===== config.mk =====
export PLATFORM = sky130hd
export DESIGN_NAME = pdcr_channel
export DESIGN_NICKNAME = d
export VERILOG_FILES = /design/src/pkg/pdcr_pkg.sv /design/src/rtl/pdcr_channel.sv
export VERILOG_INCLUDE_DIRS = /design/src /design/src/pkg
export SDC_FILE = /design/constraint.sdc
export NUM_CORES = 1
export LEC_CHECK = 0
export BUFFER_PORTS_ARGS = -buffer_cell sky130_fd_sc_hd__buf_2
export CORE_MARGIN = 2
export CORE_UTILIZATION = 40
export DETAILED_ROUTE_END_ITERATION = 8
export PLACE_DENSITY_LB_ADDON = 0.05
export SYNTH_ARGS = -nofsm -noshare
export SYNTH_HDL_FRONTEND = slang
export SYNTH_SLANG_ARGS = --single-unit

===== constraint.sdc =====
create_clock -name I_CLK -period 12.9 [get_ports I_CLK]
set_input_delay 3.87 -clock I_CLK [delete_from_list [all_inputs] [get_ports I_CLK]]
set_output_delay 3.87 -clock I_CLK [all_outputs]
set_load 0.05 [all_outputs]

===== src/pkg/pdcr_params.svh =====
// Purpose: constants for the peripheral dma channel register block
// Assumes: byte addresses on the register port, 32-bit data
// Notes: offsets relative to the channel window base
`ifndef PDCR_PARAMS_SVH
`define PDCR_PARAMS_SVH
`define PDCR_ADDR_W 12
`define PDCR_OFF_RX_PTR 12'h0100
`define PDCR_OFF_RX_CNT 12'h0104
`define PDCR_OFF_TX_PTR 12'h0108
`define PDCR_OFF_TX_CNT 12'h010C
`define PDCR_OFF_RX_NPTR 12'h0110
`define PDCR_OFF_RX_NCNT 12'h0114
`define PDCR_OFF_TX_NPTR 12'h0118
`define PDCR_OFF_TX_NCNT 12'h011C
`define PDCR_OFF_CTRL 12'h0120
`define PDCR_OFF_STAT 12'h0124
`define PDCR_OFF_FLAGS 12'h0128
`define PDCR_BIT_RX_EN 0
`define PDCR_BIT_RX_DIS 1
`define PDCR_BIT_TX_EN 8
`define PDCR_BIT_TX_DIS 9
`define PDCR_BIT_RX_DONE 0
`define PDCR_BIT_RX_FULL 1
`define PDCR_BIT_TX_DONE 2
`define PDCR_BIT_TX_EMPTY 3
`define PDCR_RST_PTR 32'h0000_0000
`define PDCR_RST_CNT 16'h0000
`define PDCR_ZERO32 32'h0000_0000
`define PDCR_CNT_ONE 16'h0001
`define PDCR_SIZE_BYTE 2'h0
`define PDCR_SIZE_HALF 2'h1
`define PDCR_SIZE_WORD 2'h2
`define PDCR_STEP_BYTE 32'h0000_0001
`define PDCR_STEP_HALF 32'h0000_0002
`define PDCR_STEP_WORD 32'h0000_0004
`endif


===== src/pkg/pdcr_pkg.sv =====
// Purpose: types for the peripheral dma channel register block
// Assumes: nothing
// Notes: bus request carried as a struct; the read answer is a plain 32-bit word
package pdcr_pkg;
   typedef struct packed {
      logic [11:0] addr;
      logic [31:0] wdata;
      logic wr;
      logic rd;
   } pdcr_bus_req_t;
   typedef struct packed {
      logic [31:0] addr;
      logic [15:0] cnt;
   } pdcr_seg_t;
   typedef struct packed {
      logic rx_segment_done;
      logic rx_all_buffers_full;
      logic tx_segment_done;
      logic tx_all_buffers_empty;
   } pdcr_flags_t;
endpackage : pdcr_pkg


===== src/rtl/pdcr_channel.sv =====
// Purpose: register file and request control of a peripheral dma channel pair
// Assumes: one item moved per i_rx_item_done / i_tx_item_done pulse
// Notes: half duplex strap folds rx and tx onto one register set
//
// Behaviour
// rx count zero halts rx movement; nonzero moves when rx enabled
// tx count zero halts tx movement; nonzero moves when tx enabled
// software loads rx address and item count
// software loads tx address and item count
// half duplex: one shared current pointer for both directions
// half duplex: one shared current count for both directions
// rx following pointer and count hold next buffer; shared in half duplex
// tx following pointer and count hold next tx buffer
// control bit 0 enables rx unless bit 1 set too
// control bit 1 disables rx requests
// control bit 8 enables tx requests
// control bit 9 disables tx requests
// half duplex: rx enable turns tx off
// half duplex: tx enable only acts without rx enable
// software never sets both enables in half duplex
// half duplex: rx disable also turns tx off
// half duplex: tx disable also turns rx off
// status bit 0 shows rx request enable
// status bit 8 shows tx request enable
// count zero with following nonzero reloads current, clears following
// segment done and all buffers flags raised from counts
// pointer advances by 1, 2 or 4 per item
// reserved bits read zero, writes ignored
//
// The register offsets and the strobed register port were left to the implementer.
`timescale 1ns/1ps
`include "pdcr_params.svh"
module pdcr_channel (
   input wire logic I_CLK,
   input wire logic I_SYS_RST,
   input wire logic i_half_duplex,
   input wire pdcr_pkg::pdcr_bus_req_t i_bus,
   output logic [31:0] o_rdata,
   input wire logic [1:0] i_item_size,
   input wire logic i_rx_item_done,
   input wire logic i_tx_item_done,
   output logic o_rx_request_go,
   output logic o_tx_request_go,
   output logic [31:0] o_rx_addr,
   output logic [31:0] o_tx_addr,
   output pdcr_pkg::pdcr_flags_t o_flags
);
   import pdcr_pkg::*;

   // =====================================================================
   // helpers
   function automatic logic [31:0] step_of(input logic [1:0] size);
      logic [31:0] s;
      s = `PDCR_STEP_WORD;
      if (size == `PDCR_SIZE_BYTE) begin
         s = `PDCR_STEP_BYTE;
      end else if (size == `PDCR_SIZE_HALF) begin
         s = `PDCR_STEP_HALF;
      end
      return s;
   endfunction : step_of

   // write strobe aimed at one register offset
   function automatic logic wr_hit(input pdcr_bus_req_t req, input logic [11:0] off);
      return req.wr && req.addr == off;
   endfunction : wr_hit

   // a count that still holds items to move
   function automatic logic cnt_live(input logic [15:0] cnt);
      return cnt != `PDCR_RST_CNT;
   endfunction : cnt_live

   // current segment after one item, with reload from following
   function automatic pdcr_seg_t advance(input pdcr_seg_t cur, input pdcr_seg_t fol,
                                         input logic [31:0] step, output logic reload);
      pdcr_seg_t r;
      r.addr = cur.addr + step;
      r.cnt = cur.cnt - `PDCR_CNT_ONE;
      reload = 1'b0;
      if (!cnt_live(r.cnt) && cnt_live(fol.cnt)) begin
         r = fol;
         reload = 1'b1;
      end
      return r;
   endfunction : advance

   // =====================================================================
   // state
   pdcr_seg_t rx_cur;
   pdcr_seg_t tx_cur_own;
   pdcr_seg_t rx_fol;
   pdcr_seg_t tx_fol_own;
   logic rx_request_enable;
   logic tx_request_enable;
   pdcr_flags_t flags;

   // =====================================================================
   // half duplex view: tx aliases onto rx storage
   pdcr_seg_t tx_cur;
   pdcr_seg_t tx_fol;
   assign tx_cur = i_half_duplex ? rx_cur : tx_cur_own;
   assign tx_fol = i_half_duplex ? rx_fol : tx_fol_own;

   // =====================================================================
   // decode
   wire wr_rx_ptr = wr_hit(i_bus, `PDCR_OFF_RX_PTR);
   wire wr_rx_cnt = wr_hit(i_bus, `PDCR_OFF_RX_CNT);
   wire wr_tx_ptr = wr_hit(i_bus, `PDCR_OFF_TX_PTR);
   wire wr_tx_cnt = wr_hit(i_bus, `PDCR_OFF_TX_CNT);
   wire wr_rx_nptr = wr_hit(i_bus, `PDCR_OFF_RX_NPTR);
   wire wr_rx_ncnt = wr_hit(i_bus, `PDCR_OFF_RX_NCNT);
   wire wr_tx_nptr = wr_hit(i_bus, `PDCR_OFF_TX_NPTR);
   wire wr_tx_ncnt = wr_hit(i_bus, `PDCR_OFF_TX_NCNT);
   wire wr_ctrl = wr_hit(i_bus, `PDCR_OFF_CTRL);
   // count writes keep the low half; upper bits are reserved
   wire [15:0] wcnt = i_bus.wdata[15:0];

   // half duplex writes to either name land in the shared set
   wire hd_cur_ptr_wr = wr_rx_ptr || (i_half_duplex && wr_tx_ptr);
   wire hd_cur_cnt_wr = wr_rx_cnt || (i_half_duplex && wr_tx_cnt);
   wire hd_fol_ptr_wr = wr_rx_nptr || (i_half_duplex && wr_tx_nptr);
   wire hd_fol_cnt_wr = wr_rx_ncnt || (i_half_duplex && wr_tx_ncnt);

   // =====================================================================
   // request control
   wire c_rx_en = wr_ctrl && i_bus.wdata[`PDCR_BIT_RX_EN];
   wire c_rx_dis = wr_ctrl && i_bus.wdata[`PDCR_BIT_RX_DIS];
   wire c_tx_en = wr_ctrl && i_bus.wdata[`PDCR_BIT_TX_EN];
   wire c_tx_dis = wr_ctrl && i_bus.wdata[`PDCR_BIT_TX_DIS];
   logic next_rx_request_enable;
   logic next_tx_request_enable;
   always_comb begin
      next_rx_request_enable = rx_request_enable;
      next_tx_request_enable = tx_request_enable;
      // one shared channel: at most one direction may request
      if (i_half_duplex) begin
         if (c_rx_dis || c_tx_dis) begin
            next_rx_request_enable = 1'b0;
            next_tx_request_enable = 1'b0;
         end else if (c_rx_en) begin
            next_rx_request_enable = 1'b1;
            next_tx_request_enable = 1'b0;
         end else if (c_tx_en) begin
            next_tx_request_enable = 1'b1;
            next_rx_request_enable = 1'b0;
         end
      end else begin
         if (c_rx_dis) begin
            next_rx_request_enable = 1'b0;
         end else if (c_rx_en) begin
            next_rx_request_enable = 1'b1;
         end
         if (c_tx_dis) begin
            next_tx_request_enable = 1'b0;
         end else if (c_tx_en) begin
            next_tx_request_enable = 1'b1;
         end
      end
   end

   // =====================================================================
   // transfer advance
   wire rx_go = rx_request_enable && cnt_live(rx_cur.cnt);
   wire tx_go = tx_request_enable && cnt_live(tx_cur.cnt);
   wire [31:0] step = step_of(i_item_size);
   wire rx_move = rx_go && i_rx_item_done;
   wire tx_move = tx_go && i_tx_item_done;
   pdcr_seg_t rx_adv;
   pdcr_seg_t tx_adv;
   logic rx_reload;
   logic tx_reload;
   always_comb begin
      rx_adv = advance(rx_cur, rx_fol, step, rx_reload);
      tx_adv = advance(tx_cur, tx_fol, step, tx_reload);
   end

   // one mover for the shared set in half duplex
   // a same-cycle tie between the two directions goes to rx
   wire hd_move = i_half_duplex ? (rx_move || tx_move) : rx_move;
   wire hd_reload = i_half_duplex ? (rx_move ? rx_reload : tx_reload) : rx_reload;
   pdcr_seg_t hd_adv;
   assign hd_adv = (i_half_duplex && !rx_move) ? tx_adv : rx_adv;

   // =====================================================================
   // next values of the register sets
   pdcr_seg_t next_rx_cur;
   pdcr_seg_t next_rx_fol;
   pdcr_seg_t next_tx_cur_own;
   pdcr_seg_t next_tx_fol_own;
   always_comb begin
      next_rx_cur = rx_cur;
      next_rx_fol = rx_fol;
      if (hd_move) begin
         next_rx_cur = hd_adv;
         if (hd_reload) begin
            next_rx_fol = '0;
         end
      end
      // software writes win over the advance
      if (hd_cur_ptr_wr) begin
         next_rx_cur.addr = i_bus.wdata;
      end
      if (hd_cur_cnt_wr) begin
         next_rx_cur.cnt = wcnt;
      end
      if (hd_fol_ptr_wr) begin
         next_rx_fol.addr = i_bus.wdata;
      end
      if (hd_fol_cnt_wr) begin
         next_rx_fol.cnt = wcnt;
      end
   end

   always_comb begin
      next_tx_cur_own = tx_cur_own;
      next_tx_fol_own = tx_fol_own;
      if (tx_move && !i_half_duplex) begin
         next_tx_cur_own = tx_adv;
         if (tx_reload) begin
            next_tx_fol_own = '0;
         end
      end
      if (wr_tx_ptr && !i_half_duplex) begin
         next_tx_cur_own.addr = i_bus.wdata;
      end
      if (wr_tx_cnt && !i_half_duplex) begin
         next_tx_cur_own.cnt = wcnt;
      end
      if (wr_tx_nptr && !i_half_duplex) begin
         next_tx_fol_own.addr = i_bus.wdata;
      end
      if (wr_tx_ncnt && !i_half_duplex) begin
         next_tx_fol_own.cnt = wcnt;
      end
   end

   // =====================================================================
   // flags: set by end of segment, cleared by nonzero count writes
   wire rx_cnt_nz_wr = (hd_cur_cnt_wr || hd_fol_cnt_wr) && cnt_live(wcnt);
   // shared set in half duplex: a nonzero count write clears both directions
   wire tx_cnt_nz_wr = i_half_duplex ? rx_cnt_nz_wr
                     : (wr_tx_cnt || wr_tx_ncnt) && cnt_live(wcnt);
   wire rx_end = rx_move && !cnt_live(rx_adv.cnt);
   wire tx_end = tx_move && !cnt_live(tx_adv.cnt);
   wire rx_seg_end = rx_move && (rx_reload || !cnt_live(rx_adv.cnt));
   wire tx_seg_end = tx_move && (tx_reload || !cnt_live(tx_adv.cnt));
   pdcr_flags_t next_flags;
   always_comb begin
      next_flags = flags;
      if (rx_cnt_nz_wr) begin
         next_flags.rx_segment_done = 1'b0;
         next_flags.rx_all_buffers_full = 1'b0;
      end
      if (tx_cnt_nz_wr) begin
         next_flags.tx_segment_done = 1'b0;
         next_flags.tx_all_buffers_empty = 1'b0;
      end
      // set wins over clear
      if (rx_seg_end) begin
         next_flags.rx_segment_done = 1'b1;
      end
      if (rx_end) begin
         next_flags.rx_all_buffers_full = 1'b1;
      end
      if (tx_seg_end) begin
         next_flags.tx_segment_done = 1'b1;
      end
      if (tx_end) begin
         next_flags.tx_all_buffers_empty = 1'b1;
      end
   end

   // =====================================================================
   // registers
   // rx set, which is the shared set in half duplex
   always_ff @(posedge I_CLK) begin
      if (I_SYS_RST) begin
         rx_cur <= '0;
         rx_fol <= '0;
      end else begin
         rx_cur <= next_rx_cur;
         rx_fol <= next_rx_fol;
      end
   end

   // own tx set, frozen while half duplex
   always_ff @(posedge I_CLK) begin
      if (I_SYS_RST) begin
         tx_cur_own <= '0;
         tx_fol_own <= '0;
      end else begin
         tx_cur_own <= next_tx_cur_own;
         tx_fol_own <= next_tx_fol_own;
      end
   end

   // request enables
   always_ff @(posedge I_CLK) begin
      if (I_SYS_RST) begin
         rx_request_enable <= 1'b0;
         tx_request_enable <= 1'b0;
      end else begin
         rx_request_enable <= next_rx_request_enable;
         tx_request_enable <= next_tx_request_enable;
      end
   end

   // event flags
   always_ff @(posedge I_CLK) begin
      if (I_SYS_RST) begin
         flags <= '0;
      end else begin
         flags <= next_flags;
      end
   end

   // =====================================================================
   // read path
   logic [31:0] status_word;
   logic [31:0] flag_word;
   always_comb begin
      status_word = `PDCR_ZERO32;
      status_word[`PDCR_BIT_RX_EN] = rx_request_enable;
      status_word[`PDCR_BIT_TX_EN] = tx_request_enable;
      flag_word = `PDCR_ZERO32;
      flag_word[`PDCR_BIT_RX_DONE] = flags.rx_segment_done;
      flag_word[`PDCR_BIT_RX_FULL] = flags.rx_all_buffers_full;
      flag_word[`PDCR_BIT_TX_DONE] = flags.tx_segment_done;
      flag_word[`PDCR_BIT_TX_EMPTY] = flags.tx_all_buffers_empty;
   end

   // tx names read the shared set in half duplex
   logic [31:0] rd_mux;
   always_comb begin
      if (i_bus.addr == `PDCR_OFF_RX_PTR) begin
         rd_mux = rx_cur.addr;
      end else if (i_bus.addr == `PDCR_OFF_RX_CNT) begin
         rd_mux = {16'h0000, rx_cur.cnt};
      end else if (i_bus.addr == `PDCR_OFF_TX_PTR) begin
         rd_mux = tx_cur.addr;
      end else if (i_bus.addr == `PDCR_OFF_TX_CNT) begin
         rd_mux = {16'h0000, tx_cur.cnt};
      end else if (i_bus.addr == `PDCR_OFF_RX_NPTR) begin
         rd_mux = rx_fol.addr;
      end else if (i_bus.addr == `PDCR_OFF_RX_NCNT) begin
         rd_mux = {16'h0000, rx_fol.cnt};
      end else if (i_bus.addr == `PDCR_OFF_TX_NPTR) begin
         rd_mux = tx_fol.addr;
      end else if (i_bus.addr == `PDCR_OFF_TX_NCNT) begin
         rd_mux = {16'h0000, tx_fol.cnt};
      end else if (i_bus.addr == `PDCR_OFF_STAT) begin
         rd_mux = status_word;
      end else if (i_bus.addr == `PDCR_OFF_FLAGS) begin
         rd_mux = flag_word;
      end else begin
         // control register is write only; unmapped reads zero
         rd_mux = `PDCR_ZERO32;
      end
   end

   // zero outside the answer cycle, so no stale word lingers on the port
   always_ff @(posedge I_CLK) begin
      if (I_SYS_RST) begin
         o_rdata <= `PDCR_ZERO32;
      end else if (i_bus.rd) begin
         o_rdata <= rd_mux;
      end else begin
         o_rdata <= `PDCR_ZERO32;
      end
   end

   // =====================================================================
   // outputs
   assign o_rx_request_go = rx_go;
   assign o_tx_request_go = tx_go;
   assign o_rx_addr = rx_cur.addr;
   assign o_tx_addr = tx_cur.addr;
   assign o_flags = flags;

endmodule : pdcr_channel


==> qor.txt <==
outcome: complete, no violations
ANT cells: 0
latest clock arrival within the worst-skew pair: 0.58 ns
Post-Layout Cell Count: 2487
routability cong.: 0.993
crit path DAT: 7.22 ns
Via Count: 16.8k
RSZ-0062 raised after global routing: no
Antenna Nets Post-Route: 0
chip width: 199 µm
Ports: 155
total wire length: 76200 µm
Cell Pwr Density: 99.1 nW/µm²
CP Capture Type: primary output
Final Worst Setup Slack: 1.81 ns
Congestion Overflow GR: 0
P&R area growth vs syn: 12.5%
GRT Util Overall: 37.3%
largest net degree at the start of global routing: 68
power after layout: 1.70 mW
Root Buffer: clkbuf_16
HPWL after DPL: 50400 µm
# Max-Cap Violations: 0
Post-Syn Instances: 1938
LEAKAGE: 6.61 nW
Async SR Flop Fraction: 0%
Post-route DRC: 0
first-pass GRT wire length: 108000 µm
final slew viol count: 0
post-CTS setup buffer count: 0
CTS tree: done
WP buf/inv: 3
final hold vios: 0
Yosys warning count: 0
IO Port Bufs: 154
Yosys reg bits: 230
pre-CTS setup slack: 1.91 ns
peak supply drop: 0.0952 mV
Die Area: 39800 µm²
Reg area: 4600 µm²
critical path class: input pin to primary output
Top delay family on crit path: simple AND/OR/NAND/NOR gates
post-route design area: 17200 µm²
relative slew slack: 18.6%
Vias/cell: 6.77
first-pass iteration count of the detailed router: 6
Max Fclk: 90.2 MHz
setup_tns: 0 ns
CTS max path bufs: 3
flop2flop setup slack: 7.69 ns
initial antenna violation count: 0
Num CTS Buffers: 28
ys flop type: dfxtp_1
synthesized cell area: 15300 µm²
# hold bufs at CTS: 0
H-tree depth: 1
Clock Pin Slew Worst Setup and Hold Paths: 0.06 ns
vias in the first global route: 15.4k
DR WL/cell: 30.7 µm
site row count: 71
Post-synth EDFFs: 0
maximum fanout along the worst path: 67
initial core utilization: 40.6%
CP Launch Type: input pin
Die Y: 199 µm
CP Data Required Time: 9.03 ns
Placed Instances: 2437
Net Count, Synth: 2003
Slowest-stage cell, CP: nor4_1
slowest stage delay, CP: 0.87 ns
FILL cells: 3846
minimum clock period: 11.09 ns
worst hold slack: 0.504 ns
crit-path cells: buf_6 -> buf_4 -> nor4b_1 -> o22ai_1 -> nor4_1 -> nor2b_1 -> buf_2
multi-input gate area in the final layout: 9550 µm²
placed inst area: 16200 µm²
period utilisation layout: 85.9%
Avg Inst Size Synth: 7.89 µm²
clk sinks: 230
Core Footprint: 37700 µm²
worst min path class: flip-flop to flip-flop
1st-iter DRT viols: 2231
layout cells sized above 1: 17.2%
Post-Route Skew: 0.0184 ns
setup violators final: 0
Post-CTS Resized: 0
part of the Yosys area used for sequential elements: 30.1%
final net count: 2021
Final Core Density: 45.6%
Tightest Pin Transition: 1.22 ns
synth unique cells: 76
## cell usage in the layout, fill, tap and decap left out, types with 10 or more instances in the layout
cell and count:
a211o_1 15, a211oi_1 77, a21o_1 10, a21oi_1 143, a221oi_1 20, a222oi_1 22, a22o_1 54, a22oi_1 51
a31oi_1 22, and2_1 10, and3_1 20, buf_2 152, buf_4 53, clkbuf_16 29, clkbuf_8 10, dfxtp_1 230
ha_1 10, inv_1 54, mux2_2 43, mux2i_1 63, nand2_1 132, nand2b_1 11, nand3_1 72, nand4_1 25
nor2_1 135, nor3_1 80, nor4_1 23, nor4b_1 13, o211ai_1 20, o21ai_0 86, o32ai_1 14, or3_1 25
xnor2_1 56, xor2_1 23
## routing by layer
metal | share of wire, % | track usage, %
met5 | 0 | 0
met2 | 42 | 54.5
met4 | 4.1 | 13.8
met3 | 11 | 8.56
met1 | 43 | 53.2
## logic make-up after synthesis
family          share of synthesized area (%)
xor+xnor                                 4.53
simple gates                             20.6
buf+inv                                  8.14
fa+ha+maj                                1.08
flops                                    30.1
mux                                      7.29
compound gates                           28.2
## cells in the mapped netlist, types with 23 or more instances
master	number	area share, %
nor4_1	26	1.1
a22oi_1	51	2.5
a211oi_1	78	3.8
a31oi_1	23	0.94
nand2_1	133	3.3
nand3_1	74	2.4
nand4_1	25	1.0
mux2_2	43	3.2
or3_1	25	1.0
mux2i_1	63	4.1
xnor2_1	56	3.2
o21ai_0	87	2.8
a21oi_1	143	4.7
inv_1	54	1.3
nor2_1	139	3.4
a22o_1	54	3.1
nor3_1	81	2.7
clkbuf_1	148	3.6
dfxtp_1	230	30
xor2_1	23	1.3
buf_4	36	1.8
## registers in the layout, indices dropped and copies added (netlist names)
signal and flops:
rx_fol 48, o_flags 4, rx_request_enable 1, tx_fol_own 48, o_rx_addr 32, rx_cur 16, o_rdata 32, tx_request_enable 1
tx_cur_own 48
## worst reg2reg max path, cell delays in order, from the launching register on
cell and delay, ns:
dfxtp_1 0.50, mux2i_1 0.35, ha_1 0.29, nor4b_1 0.37, nor2_1 0.11, buf_4 0.19, or4_1 0.54, a211oi_1 0.25
buf_4 0.18, and3_2 0.66, buf_4 0.53, nand3_1 0.61, o211a_1 0.43, a21oi_1 0.13
## path summary, 6_finish.rpt
check | from | endpoint | cells past startpoint
min | rx_fol[46] | o_rdata[30] | 2
max reg2reg | rx_cur[0] | tx_cur_own[10] | 13
max | i_half_duplex | o_tx_request_go | 7
min reg2reg | rx_fol[46] | o_rdata[30] | 2
## layout make-up
type	count	area share [%]
multi-input cells	1436	55.6
flip-flops and latches	230	26.8
repair buffers	206	6.81
clock buffers	40	5.04
well taps	511	3.72
inverters	54	1.18
clock inverters	10	0.888
## report_power, final
part | internal, mW | leakage, nW | total, mW | switching (mW)
clock | 0.543 | 0.507 | 0.891 | 0.348
combinational | 0.0261 | 4.26 | 0.102 | 0.0762
sequential | 0.710 | 1.85 | 0.710 | 0.000187
total | 1.28 | 6.61 | 1.70 | 0.424
Note: power is estimated with default switching activity, not from simulation.
